[src/hdl/drtc_consts.vh]
// constants for the dual reload timer control block
`ifndef DRTC_CONSTS_VH
`define DRTC_CONSTS_VH
`define DRTC_CNT_W        16
`define DRTC_ADDR_W       4
`define DRTC_DIV          20
`define DRTC_DIV_W        5
`define DRTC_A_CTRL       4'h0
`define DRTC_A_C0_LO      4'h1
`define DRTC_A_C0_HI      4'h2
`define DRTC_A_C1_LO      4'h3
`define DRTC_A_C1_HI      4'h4
`define DRTC_A_R0_LO      4'h5
`define DRTC_A_R0_HI      4'h6
`define DRTC_A_R1_LO      4'h7
`define DRTC_A_R1_HI      4'h8
`define DRTC_A_IRQ_STAT   4'h9
`define DRTC_A_IRQ_MASK   4'hA
`define DRTC_B_FLAG1      7
`define DRTC_B_FLAG0      6
`define DRTC_B_IE1        5
`define DRTC_B_IE0        4
`define DRTC_B_OC_HI      3
`define DRTC_B_OC_LO      2
`define DRTC_B_CE1        1
`define DRTC_B_CE0        0
`define DRTC_OC_ADDR      2'b00
`define DRTC_OC_TOGGLE    2'b01
`define DRTC_OC_LOW       2'b10
`define DRTC_OC_HIGH      2'b11
`define DRTC_CTRL_RST     8'h00
`endif

[src/hdl/drtc_chan.v]
// one reload down-counter channel
`timescale 1ns/1ns
module drtc_chan #(
  parameter W = 16
) (
  input  wire         clk,
  input  wire         rst,
  input  wire         ce,
  input  wire         tick,
  input  wire         cnt_en,
  input  wire         wr_lo,
  input  wire         wr_hi,
  input  wire         rl_wr_lo,
  input  wire         rl_wr_hi,
  input  wire [7:0]   wdata,
  output reg  [W-1:0] count_reg,
  output reg  [W-1:0] reload_reg,
  output reg          zero_pulse
);
  reg          at_zero_reg;

  always @(posedge clk) begin
    if (rst) begin
      count_reg   <= {W{1'b1}};
      reload_reg  <= {W{1'b1}};
      at_zero_reg <= 1'b0;
      zero_pulse  <= 1'b0;
    end else if (ce) begin
      zero_pulse <= 1'b0;
      if (rl_wr_lo)
        reload_reg[7:0] <= wdata;
      if (rl_wr_hi)
        reload_reg[W-1:8] <= wdata[W-9:0];
      if (!cnt_en) begin
        at_zero_reg <= 1'b0;
        if (wr_lo)
          count_reg[7:0] <= wdata;
        if (wr_hi)
          count_reg[W-1:8] <= wdata[W-9:0];
      end else if (tick) begin // RULE7 RULE11
        if (at_zero_reg) begin
          count_reg   <= reload_reg; // RULE12
          at_zero_reg <= 1'b0;
        end else if (count_reg == {{(W-1){1'b0}}, 1'b1}) begin
          count_reg   <= {W{1'b0}};
          at_zero_reg <= 1'b1;
          zero_pulse  <= 1'b1; // RULE1
        end else if (count_reg == {W{1'b0}}) begin
          count_reg <= reload_reg;
        end else begin
          count_reg <= count_reg - {{(W-1){1'b0}}, 1'b1};
        end
      end
    end
  end
endmodule

[src/hdl/drtc_top.v]
// dual reload timer control: register port, channels, flags, pin mux
// Function
// RULE1: a channel's zero flag sets whenever its counter decrements to zero
// RULE2: per channel interrupt request while flag and its enable are both one
// RULE3: flag clears after control read then read of that channel's counter
// RULE4: reset clears flags, interrupt enables and output select bits
// RULE5: output select zero makes the shared pin carry the address
// RULE6: timer function sets, clears or toggles pin at channel 1 zero
// RULE7: channel counts only while its count enable is one; else writable
// RULE8: reset clears count enables; no decrement until software sets them
// RULE9: control layout: flags 7-6, irq enables 5-4, select 3-2, enables 1-0
// RULE10: each channel holds 16-bit down counter and 16-bit reload register
// RULE11: counters advance only on system clock divided by 20
// RULE12: at zero the counter reloads on the next tick and continues
// RULE13: select 00 address, 01 toggle, 10 low, 11 high
`timescale 1ns/1ns
`include "drtc_consts.vh"
module drtc_top #(
  parameter CNT_W = `DRTC_CNT_W,
  parameter DIV   = `DRTC_DIV
) (
  input  wire       CLK_SYS,
  input  wire       RST,
  input  wire       CE,
  input  wire [3:0] ADDR,
  input  wire [7:0] WDATA,
  input  wire       WR,
  input  wire       RD,
  output reg  [7:0] RDATA,
  input  wire       ADDR_BIT_IN,
  output wire       SHARED_ADDR_TIMER_PIN,
  output wire       CHAN0_IRQ,
  output wire       CHAN1_IRQ,
  output wire       IRQ
);
  ////////////////////////////////////////////////////////////////////////
  // time base
  reg  [`DRTC_DIV_W-1:0] div_reg;
  wire                   tick;

  always @(posedge CLK_SYS) begin
    if (RST)
      div_reg <= {`DRTC_DIV_W{1'b0}};
    else if (CE) begin
      if (div_reg == DIV - 1) // RULE11
        div_reg <= {`DRTC_DIV_W{1'b0}};
      else
        div_reg <= div_reg + 1'b1;
    end
  end
  assign tick = (div_reg == DIV - 1);

  ////////////////////////////////////////////////////////////////////////
  // control register
  reg  [1:0] irq_en_reg;
  reg  [1:0] pin_output_select_reg;
  reg  [1:0] count_en_reg;
  reg  [1:0] flag_reg;
  reg  [1:0] armed_reg;
  reg  [1:0] stat_reg;
  reg  [1:0] mask_reg;
  wire       ctrl_wr;
  wire       ctrl_rd;
  wire [1:0] cnt_wr_lo;
  wire [1:0] cnt_wr_hi;
  wire [1:0] rl_wr_lo;
  wire [1:0] rl_wr_hi;
  wire [1:0] cnt_rd;
  wire [1:0] zero_pulse;
  wire [CNT_W-1:0] count0; // RULE10
  wire [CNT_W-1:0] count1;
  wire [CNT_W-1:0] reload0;
  wire [CNT_W-1:0] reload1;

  assign ctrl_wr = WR && (ADDR == `DRTC_A_CTRL);
  assign ctrl_rd = RD && (ADDR == `DRTC_A_CTRL);
  assign cnt_wr_lo = {WR && (ADDR == `DRTC_A_C1_LO),
                      WR && (ADDR == `DRTC_A_C0_LO)};
  assign cnt_wr_hi = {WR && (ADDR == `DRTC_A_C1_HI),
                      WR && (ADDR == `DRTC_A_C0_HI)};
  assign rl_wr_lo  = {WR && (ADDR == `DRTC_A_R1_LO),
                      WR && (ADDR == `DRTC_A_R0_LO)};
  assign rl_wr_hi  = {WR && (ADDR == `DRTC_A_R1_HI),
                      WR && (ADDR == `DRTC_A_R0_HI)};
  assign cnt_rd = {RD && (ADDR == `DRTC_A_C1_LO || ADDR == `DRTC_A_C1_HI),
                   RD && (ADDR == `DRTC_A_C0_LO || ADDR == `DRTC_A_C0_HI)};

  always @(posedge CLK_SYS) begin
    if (RST) begin
      irq_en_reg            <= 2'b00; // RULE4
      pin_output_select_reg <= 2'b00; // RULE4
      count_en_reg          <= 2'b00; // RULE8
      flag_reg              <= 2'b00; // RULE4
      armed_reg             <= 2'b00;
      mask_reg              <= 2'b00;
    end else if (CE) begin
      if (ctrl_wr) begin
        irq_en_reg            <= WDATA[`DRTC_B_IE1:`DRTC_B_IE0];
        pin_output_select_reg <= WDATA[`DRTC_B_OC_HI:`DRTC_B_OC_LO];
        count_en_reg          <= WDATA[`DRTC_B_CE1:`DRTC_B_CE0];
      end
      if (WR && ADDR == `DRTC_A_IRQ_MASK)
        mask_reg <= WDATA[1:0];
      // flag clears after a control read then counter read; set wins
      flag_reg  <= zero_pulse | (flag_reg & ~(armed_reg & cnt_rd)); // RULE1 RULE3
      armed_reg <= (ctrl_rd ? flag_reg : (armed_reg & ~cnt_rd)) & ~zero_pulse;
    end
  end

  ////////////////////////////////////////////////////////////////////////
  // interrupt status, write one to clear, set wins
  always @(posedge CLK_SYS) begin
    if (RST)
      stat_reg <= 2'b00;
    else if (CE) begin
      if (WR && ADDR == `DRTC_A_IRQ_STAT)
        stat_reg <= zero_pulse | (stat_reg & ~WDATA[1:0]);
      else
        stat_reg <= zero_pulse | stat_reg;
    end
  end

  assign CHAN0_IRQ = flag_reg[0] & irq_en_reg[0]; // RULE2
  assign CHAN1_IRQ = flag_reg[1] & irq_en_reg[1]; // RULE2
  assign IRQ       = |(stat_reg & mask_reg);

  ////////////////////////////////////////////////////////////////////////
  // channels
  drtc_chan #(.W(CNT_W)) u_chan0 (
    .clk        (CLK_SYS),
    .rst        (RST),
    .ce         (CE),
    .tick       (tick),
    .cnt_en     (count_en_reg[0]), // RULE7
    .wr_lo      (cnt_wr_lo[0]),
    .wr_hi      (cnt_wr_hi[0]),
    .rl_wr_lo   (rl_wr_lo[0]),
    .rl_wr_hi   (rl_wr_hi[0]),
    .wdata      (WDATA),
    .count_reg  (count0),
    .reload_reg (reload0),
    .zero_pulse (zero_pulse[0])
  );

  drtc_chan #(.W(CNT_W)) u_chan1 (
    .clk        (CLK_SYS),
    .rst        (RST),
    .ce         (CE),
    .tick       (tick),
    .cnt_en     (count_en_reg[1]), // RULE7
    .wr_lo      (cnt_wr_lo[1]),
    .wr_hi      (cnt_wr_hi[1]),
    .rl_wr_lo   (rl_wr_lo[1]),
    .rl_wr_hi   (rl_wr_hi[1]),
    .wdata      (WDATA),
    .count_reg  (count1),
    .reload_reg (reload1),
    .zero_pulse (zero_pulse[1])
  );

  ////////////////////////////////////////////////////////////////////////
  // shared pin
  reg  addr_s1_reg;
  reg  addr_s2_reg;
  reg  tout_reg;

  always @(posedge CLK_SYS) begin
    if (RST) begin
      addr_s1_reg <= 1'b0;
      addr_s2_reg <= 1'b0;
      tout_reg    <= 1'b0;
    end else if (CE) begin
      addr_s1_reg <= ADDR_BIT_IN;
      addr_s2_reg <= addr_s1_reg;
      if (zero_pulse[1]) begin
        case (pin_output_select_reg) // RULE6 RULE13
          `DRTC_OC_TOGGLE: tout_reg <= ~tout_reg;
          `DRTC_OC_LOW:    tout_reg <= 1'b0;
          `DRTC_OC_HIGH:   tout_reg <= 1'b1;
          default:         tout_reg <= tout_reg;
        endcase
      end
    end
  end

  assign SHARED_ADDR_TIMER_PIN =
    (pin_output_select_reg == `DRTC_OC_ADDR) ? addr_s2_reg : tout_reg; // RULE5

  ////////////////////////////////////////////////////////////////////////
  // read port
  always @(posedge CLK_SYS) begin
    if (RST)
      RDATA <= 8'h00;
    else if (CE) begin
      RDATA <= 8'h00;
      if (RD) begin
        case (ADDR)
          `DRTC_A_CTRL:     RDATA <= {flag_reg, irq_en_reg, // RULE9
                                      pin_output_select_reg, count_en_reg};
          `DRTC_A_C0_LO:    RDATA <= count0[7:0];
          `DRTC_A_C0_HI:    RDATA <= count0[CNT_W-1:8];
          `DRTC_A_C1_LO:    RDATA <= count1[7:0];
          `DRTC_A_C1_HI:    RDATA <= count1[CNT_W-1:8];
          `DRTC_A_R0_LO:    RDATA <= reload0[7:0];
          `DRTC_A_R0_HI:    RDATA <= reload0[CNT_W-1:8];
          `DRTC_A_R1_LO:    RDATA <= reload1[7:0];
          `DRTC_A_R1_HI:    RDATA <= reload1[CNT_W-1:8];
          `DRTC_A_IRQ_STAT: RDATA <= {6'h00, stat_reg};
          `DRTC_A_IRQ_MASK: RDATA <= {6'h00, mask_reg};
          default:          RDATA <= 8'h00;
        endcase
      end
    end
  end
endmodule

[config.mk]
export PLATFORM = sky130hd
export DESIGN_NAME = drtc_top
export DESIGN_NICKNAME = d
export VERILOG_FILES = /design/src/hdl/drtc_chan.v /design/src/hdl/drtc_top.v
export VERILOG_INCLUDE_DIRS = /design/src /design/src/hdl
export SDC_FILE = /design/constraint.sdc
export NUM_CORES = 1
export LEC_CHECK = 0
export BUFFER_PORTS_ARGS = -buffer_cell sky130_fd_sc_hd__buf_2
export CAP_MARGIN = 20
export CORE_MARGIN = 8
export CORE_UTILIZATION = 35
export DETAILED_ROUTE_END_ITERATION = 8
export PLACE_DENSITY = 0.62
export SLEW_MARGIN = 30
export SYNTH_ARGS = -nofsm -noshare
export SYNTH_HDL_FRONTEND = slang
export SYNTH_SLANG_ARGS = --single-unit
[constraint.sdc]
create_clock -name CLK_SYS -period 3.05 [get_ports CLK_SYS]
set_clock_uncertainty 0.1 [all_clocks]
set_input_delay 0.4575 -clock CLK_SYS [delete_from_list [all_inputs] [get_ports CLK_SYS]]
set_output_delay 0.4575 -clock CLK_SYS [all_outputs]
set_load 0.02 [all_outputs]
==> flow_metrics.py, run 1 <==
metrics = {
    "outcome": {
        "status": "complete, no violations",
    },
    "logic_synthesis": {
        "synth.most_common_cell": "dfxtp_1",
        "yosys-top-cells-count": "dfxtp_1 (98), nand2_1 (96), nor2_1 (63), a21oi_1 (38), clkbuf_1 (32)",
        "synth_cells": 763,
        "synthArstFlopShare": 0,
        "synth_top_cell_by_area": "dfxtp_1",
        "syn_nets": 788,
        "synth_area_leaders": "dfxtp_1 (32%), nand2_1 (5.9%), nor2_1 (3.8%)",
        "yosysSeqAreaShare": 0.319,
        "synth-seq-cells": 98,
        "ys_types": 79,
        "synth_top_area_frac": 0.319,
        "synth_area_um2": 6150,
        "syn-mean-instance-area_um2": 8.06,
        "ys_warn_count": 0,
        "ys.flop_type": "dfxtp_1",
        "synth-edff-count": 0,
    },
    "sta": {
        "worstMarginPinSlew_ns": 0.877,
        "hold_violations": 0,
        "setup_viol": 0,
        "slew_viol_final": 0,
        "rsz0062_at_grt": "no",
        "max_freq_mhz": 412,
        "fin_crit_ns": 2.42,
        "setup_tns_ns": 0,
        "period_share": 0.795,
        "relSlewSlack": 0.411,
    },
    "routing": {
        "dr.pass1.iters": 5,
        "vias": 6019,
        "drtIter0Drc": 736,
        "vias_per_cell": 6.05,
        "drt-wirelength-per-cell_um": 21.6,
        "wl_um": 21500,
        "remaining_drc_errors": 0,
        "ant_nets": 0,
    },
    "cells_and_area": {
        "stdcell_count": 995,
        "post-route-util": 0.390,
        "drive_gt1_frac": 0.117,
        "area_growth_pct": 9.26,
        "nets": 790,
    },
    "die": {
        "start_util": 0.357,
        "io_pins": 30,
        "fp.coreArea_um2": 17200,
        "rows": 48,
        "die_y_um": 149,
        "die_w_um": 149,
        "dieArea_um2": 22100,
    },
    "global_route": {
        "overflow": 0,
        "grt_max_degree": 53,
        "antenna_found_initial": 1,
        "track_usage": 0.192,
        "first_global_vias": 5422,
        "grt_pass1_wl_um": 32700,
    },
    "power_and_ir_drop": {
        "ir_drop_v": 0.000263,
        "internal-power_mw": 1.94,
        "p_clk_frac": 0.402,
        "p_seq_frac": 0.496,
        "powerDensity_nw_per_um2": 396,
        "power.net_switching_mw": 0.720,
        "sw_frac_of_total": 0.271,
        "combPwrFrac": 0.102,
        "p_leak_nw": 2.48,
    },
    "critical_path": {
        "startpoint": "div_reg[0]",
        "crit_arrival_ns": 2.56,
        "reg2reg_slack_ns": 0.63,
        "start_kind": "flip-flop",
        "required_ns": 3.18,
        "rr_endpoint": "u_chan0.count_reg[14]",
        "cp-end-kind": "flip-flop",
        "reg2regPathDepth": 6,
        "crit_type": "flip-flop to flip-flop",
        "crit_end": "u_chan0.count_reg[14]",
        "worst-path-max-fanout": 11,
        "reg2reg_from": "div_reg[0]",
    },
    "cts": {
        "clock-sinks": 98,
        "post_cts_resized": 0,
        "post_cts_buffers": 0,
        "cts_hold_buf": 0,
        "cts_max_level": 3,
        "cts_buffer_depth": 2,
        "clk_latency_ns": 0.35,
        "path_clk_slew_ns": 0.07,
        "tritoncts": "built",
        "root_buffer": "clkbuf_16",
        "cts_buffers": 9,
    },
    "placement": {
        "gp_congestion": 0.915,
        "port_buffers": 29,
        "placed_cells_incl_taps": 979,
        "place_hpwl_um": 15700,
    },
    "job": {
        "maxCapViolations": 0,
    },
    "min_path": {
        "holdPathStages": 3,
        "hp-class": "input port to flip-flop",
    },
}
final cells by class:
cell class                 count  area, um^2
fill                        1767       10500
multi-input combinational    592        3860
sequential                    98        1960
tap                          225         282
timing repair buffer          44         270
clock buffer                  11         233
inverter                      20        75.1
clock inverter                 4        30.0
antenna                        1        2.50
worst max-delay path, stage by stage, from the launching register on:
cell      delay, ns
dfxtp_1        0.38
ha_1           0.21
and4bb_1       0.55
nand3_1        0.31
nand2_1        0.40
mux2i_1        0.23
nand4b_1       0.11
cell families (layout without fill, tap and decap cells):
family                     Yosys count  count (layout)  synth area share
muxes                               30              30            0.0505
and+or+nand+nor                    321             321             0.285
xor gates and xnor gates            22              22            0.0313
buffers and inverters               73              79            0.0525
AOI/OAI and AO/OA                  212             212             0.247
adders and majority gates            7               7            0.0142
other                                0               1                 0
DFF                                 98              98             0.319
power groups by stage:
stage | Combinational, mW | Sequential (mW) | Clock [mW]
after global placement | 0.264 | 1.35 | 0
final | 0.272 | 1.32 | 1.07
after detailed placement | 0.264 | 1.35 | 0
after floorplan | 0.168 | 1.34 | 0
after global routing | 0.290 | 1.32 | 1.13
after CTS | 0.265 | 1.32 | 1.08
metrics by stage:
stage	total power, mW	hold slack (ns)	worst slack [ns]	cell area, um^2
floorplan	1.51	0.354	0.944	6150
global placement	1.61	0.347	0.398	6450
detailed placement	1.61	0.346	0.452	6450
CTS	2.66	0.234	0.700	6710
global route	2.73	0.256	0.465	6720
finish	2.66	0.240	0.625	6720
metal layers:
metal  track usage  up-vias  routed length (um)
li1              -     2834                   -
met1         0.282     2846                9960
met2         0.273      307                9090
met3        0.0286       32                2030
met4        0.0709        0                 421
met5             0        -                   0
worst min-delay path by stage:
| stage | startpoint | endpoint | slack [ns] |
|---|---|---|---|
| after global routing | ADDR_BIT_IN | addr_s1_reg | 0.26 |
| after global placement | RDATA[0] | RDATA[0] | 0.35 |
| after floorplan | addr_s2_reg | addr_s2_reg | 0.35 |
| after detailed placement | RDATA[4] | RDATA[4] | 0.35 |
| after CTS | ADDR_BIT_IN | addr_s1_reg | 0.23 |
| final | ADDR_BIT_IN | addr_s1_reg | 0.24 |
layout by cell type (no fill, tap or decap), drive strengths merged, types with 10 or more instances in the layout:
| master | synthesis | final |
|---|---|---|
| clkbuf | 33 | 11 |
| xnor2 | 14 | 14 |
| a21oi | 39 | 39 |
| a22oi | 19 | 19 |
| nor2b | 23 | 23 |
| nand3 | 26 | 26 |
| nor3 | 27 | 27 |
| o21ai | 33 | 33 |
| nand2 | 96 | 96 |
| inv | 19 | 19 |
| a211o | 16 | 16 |
| a211oi | 11 | 11 |
| nand3b | 13 | 13 |
| o211ai | 17 | 17 |
| buf | 20 | 44 |
| dfxtp | 98 | 98 |
| nor2 | 63 | 63 |
| nand4 | 10 | 10 |
| mux2i | 22 | 22 |
(Power assumes the default switching activity.)
==> run 2: changes to the inputs <==
==> constraint.sdc (replaced) <==
create_clock -name CLK_SYS -period 2.42 [get_ports CLK_SYS]
set_clock_uncertainty 0.1 [all_clocks]
set_input_delay 0.363 -clock CLK_SYS [delete_from_list [all_inputs] [get_ports CLK_SYS]]
set_output_delay 0.363 -clock CLK_SYS [all_outputs]
set_load 0.02 [all_outputs]
==> run 2 against run 1 <==
Against the previous run:
- final cell count up 3.1%
- sequential power up 26%
- sequential share of layout area down 1.0 points
- maximum frequency up 6.1%
- clock power up 37%
==> flow_metrics.py, run 2 (synthesis gave the netlist of run 1 again) <==
metrics = {
    "die": {
        "start_util": 0.357,
        "fp.coreArea_um2": 17200,
        "die_w_um": 149,
        "die_y_um": 149,
        "rows": 48,
        "dieArea_um2": 22100,
        "io_pins": 30,
    },
    "min_path": {
        "holdPathStages": 3,
        "hold_end": "addr_s1_reg",
        "hp-class": "input port to flip-flop",
        "min-delay-start": "ADDR_BIT_IN",
    },
    "critical_path": {
        "reg2reg_slack_ns": 0.13,
        "reg2regPathDepth": 7,
        "startpoint": "u_chan1.count_reg[0]",
        "rr_endpoint": "u_chan1.count_reg[13]",
        "crit_type": "flip-flop to flip-flop",
        "start_kind": "flip-flop",
        "critPathMaxStageDelay_ns": 0.48,
        "crit_arrival_ns": 2.44,
        "required_ns": 2.58,
        "crit_chain": "inv_1, ha_1, nor4b_1, and4_1, a31o_2, a211o_1, a21o_1",
        "reg2reg_from": "u_chan1.count_reg[0]",
        "worst-path-max-fanout": 7,
        "crit_slowest_cell": "dfxtp_1",
        "cp-end-kind": "flip-flop",
        "cp.buffers_inverters": 1,
        "path_delay_family": "compound AO/OA/AOI/OAI gates",
    },
    "cts": {
        "cts_buffers": 9,
        "cts_max_level": 3,
        "root_buffer": "clkbuf_16",
        "clock-sinks": 98,
        "path_clk_slew_ns": 0.07,
        "post_cts_buffers": 0,
        "tritoncts": "built",
        "cts_buffer_depth": 2,
        "post_cts_resized": 0,
        "cts_hold_buf": 0,
        "clk_latency_ns": 0.36,
    },
    "sta": {
        "fin_crit_ns": 2.29,
        "setup_tns_ns": 0,
        "relSlewSlack": 0.527,
        "hold_violations": 0,
        "slew_viol_final": 0,
        "rsz0062_at_grt": "no",
        "setup_viol": 0,
        "holdWs_ns": 0.135,
        "worstMarginPinSlew_ns": 0.710,
        "max_freq_mhz": 438,
        "period_share": 0.944,
    },
    "global_route": {
        "first_global_vias": 5578,
        "grt_pass1_wl_um": 33300,
        "antenna_found_initial": 0,
        "overflow": 0,
        "track_usage": 0.195,
        "grt_max_degree": 32,
    },
    "cells_and_area": {
        "multi_input_area_um2": 3860,
        "area_growth_pct": 13.3,
        "drive_gt1_frac": 0.155,
        "final_common_cell": "dfxtp_1",
        "nets": 821,
        "final_cell_mix": "dfxtp_1 (98), nand2_1 (96), nor2_1 (63), buf_4 (46), a21oi_1 (38)",
        "diodes": 0,
        "fill_cells": 1755,
        "seqCellArea_um2": 1960,
    },
    "power_and_ir_drop": {
        "sw_frac_of_total": 0.287,
        "combPwrFrac": 0.103,
        "ir_drop_v": 0.000345,
        "p_leak_nw": 2.64,
        "p_seq_frac": 0.476,
        "powerDensity_nw_per_um2": 500,
        "power.net_switching_mw": 0.999,
        "internal-power_mw": 2.49,
        "p_clk_frac": 0.422,
    },
    "routing": {
        "wl_um": 21700,
        "drtIter0Drc": 848,
        "drt-wirelength-per-cell_um": 21.1,
        "vias": 6234,
        "remaining_drc_errors": 0,
        "vias_per_cell": 6.08,
        "ant_nets": 0,
        "dr.pass1.iters": 5,
    },
    "placement": {
        "port_buffers": 29,
        "gp_congestion": 1.01,
        "place_hpwl_um": 16300,
    },
    "job": {
        "maxCapViolations": 0,
    },
    "outcome": {
        "status": "complete, no violations",
    },
}
[run 2: changes by cell type in the layout (fill, tap and decap cells not counted)]
cell,delta
diode_2,-1
buf_4,+32
inv_8,+4
clkbuf_1,-2
clkinv_2,-1
buf_12,-1
[run 2: per-layer routing]
layer,share of wire,track usage,up-vias
met5,0,0,-
met4,0.034,0.0857,0
met3,0.10,0.0438,41
met2,0.40,0.265,339
met1,0.46,0.282,2958
li1,-,-,2896
[run 2: per-stage QoR]
step | util | setup WS (ns) | power, mW | instances | instance area, um^2
2_1_floorplan | - | 0.314 | 1.90 | 763 | 6150
3_3_place_gp | 0.387 | 0.141 | 2.04 | 1010 | 6670
3_5_place_dp | 0.387 | 0.0355 | 2.04 | 1010 | 6670
4_1_cts | 0.404 | 0.145 | 3.50 | 1026 | 6970
5_1_grt | 0.404 | 0.0161 | 3.61 | 1026 | 6970
6_report | 0.404 | 0.135 | 3.49 | 1026 | 6970
[run 2: layout make-up]
cell class / instances / share of cell area
clock buffers: 9 / 0.0323
clock inverters: 7 / 0.0101
inverters: 20 / 0.0108
multi-input cells: 592 / 0.554
flip-flops and latches: 98 / 0.282
well taps: 225 / 0.0404
repair buffers: 75 / 0.0704
[run 2: worst max-delay path by stage]
| stage | end | slack [ns] | cells after the start |
|---|---|---|---|
| after floorplan | u_chan1.count_reg[14] | 0.31 | 8 |
| after global placement | RDATA[0] | 0.14 | 7 |
| after detailed placement | RDATA[0] | 0.04 | 7 |
| after CTS | u_chan1.count_reg[13] | 0.15 | 7 |
| after global routing | u_chan1.count_reg[12] | 0.02 | 7 |
| final | u_chan1.count_reg[13] | 0.13 | 7 |
[run 2: power by group through the flow]
stage	Clock (mW)	Sequential (mW)	Combinational [mW]
global placement	0	1.70	0.348
floorplan	0	1.69	0.211
detailed placement	0	1.70	0.348
global route	1.56	1.66	0.383
finish	1.47	1.66	0.358
CTS	1.49	1.66	0.350
[run 2: tightest hold or removal path: stages]
cell and delay (ns):
buf_2 0.07, mux2i_1 0.05, nor2_1 0.07
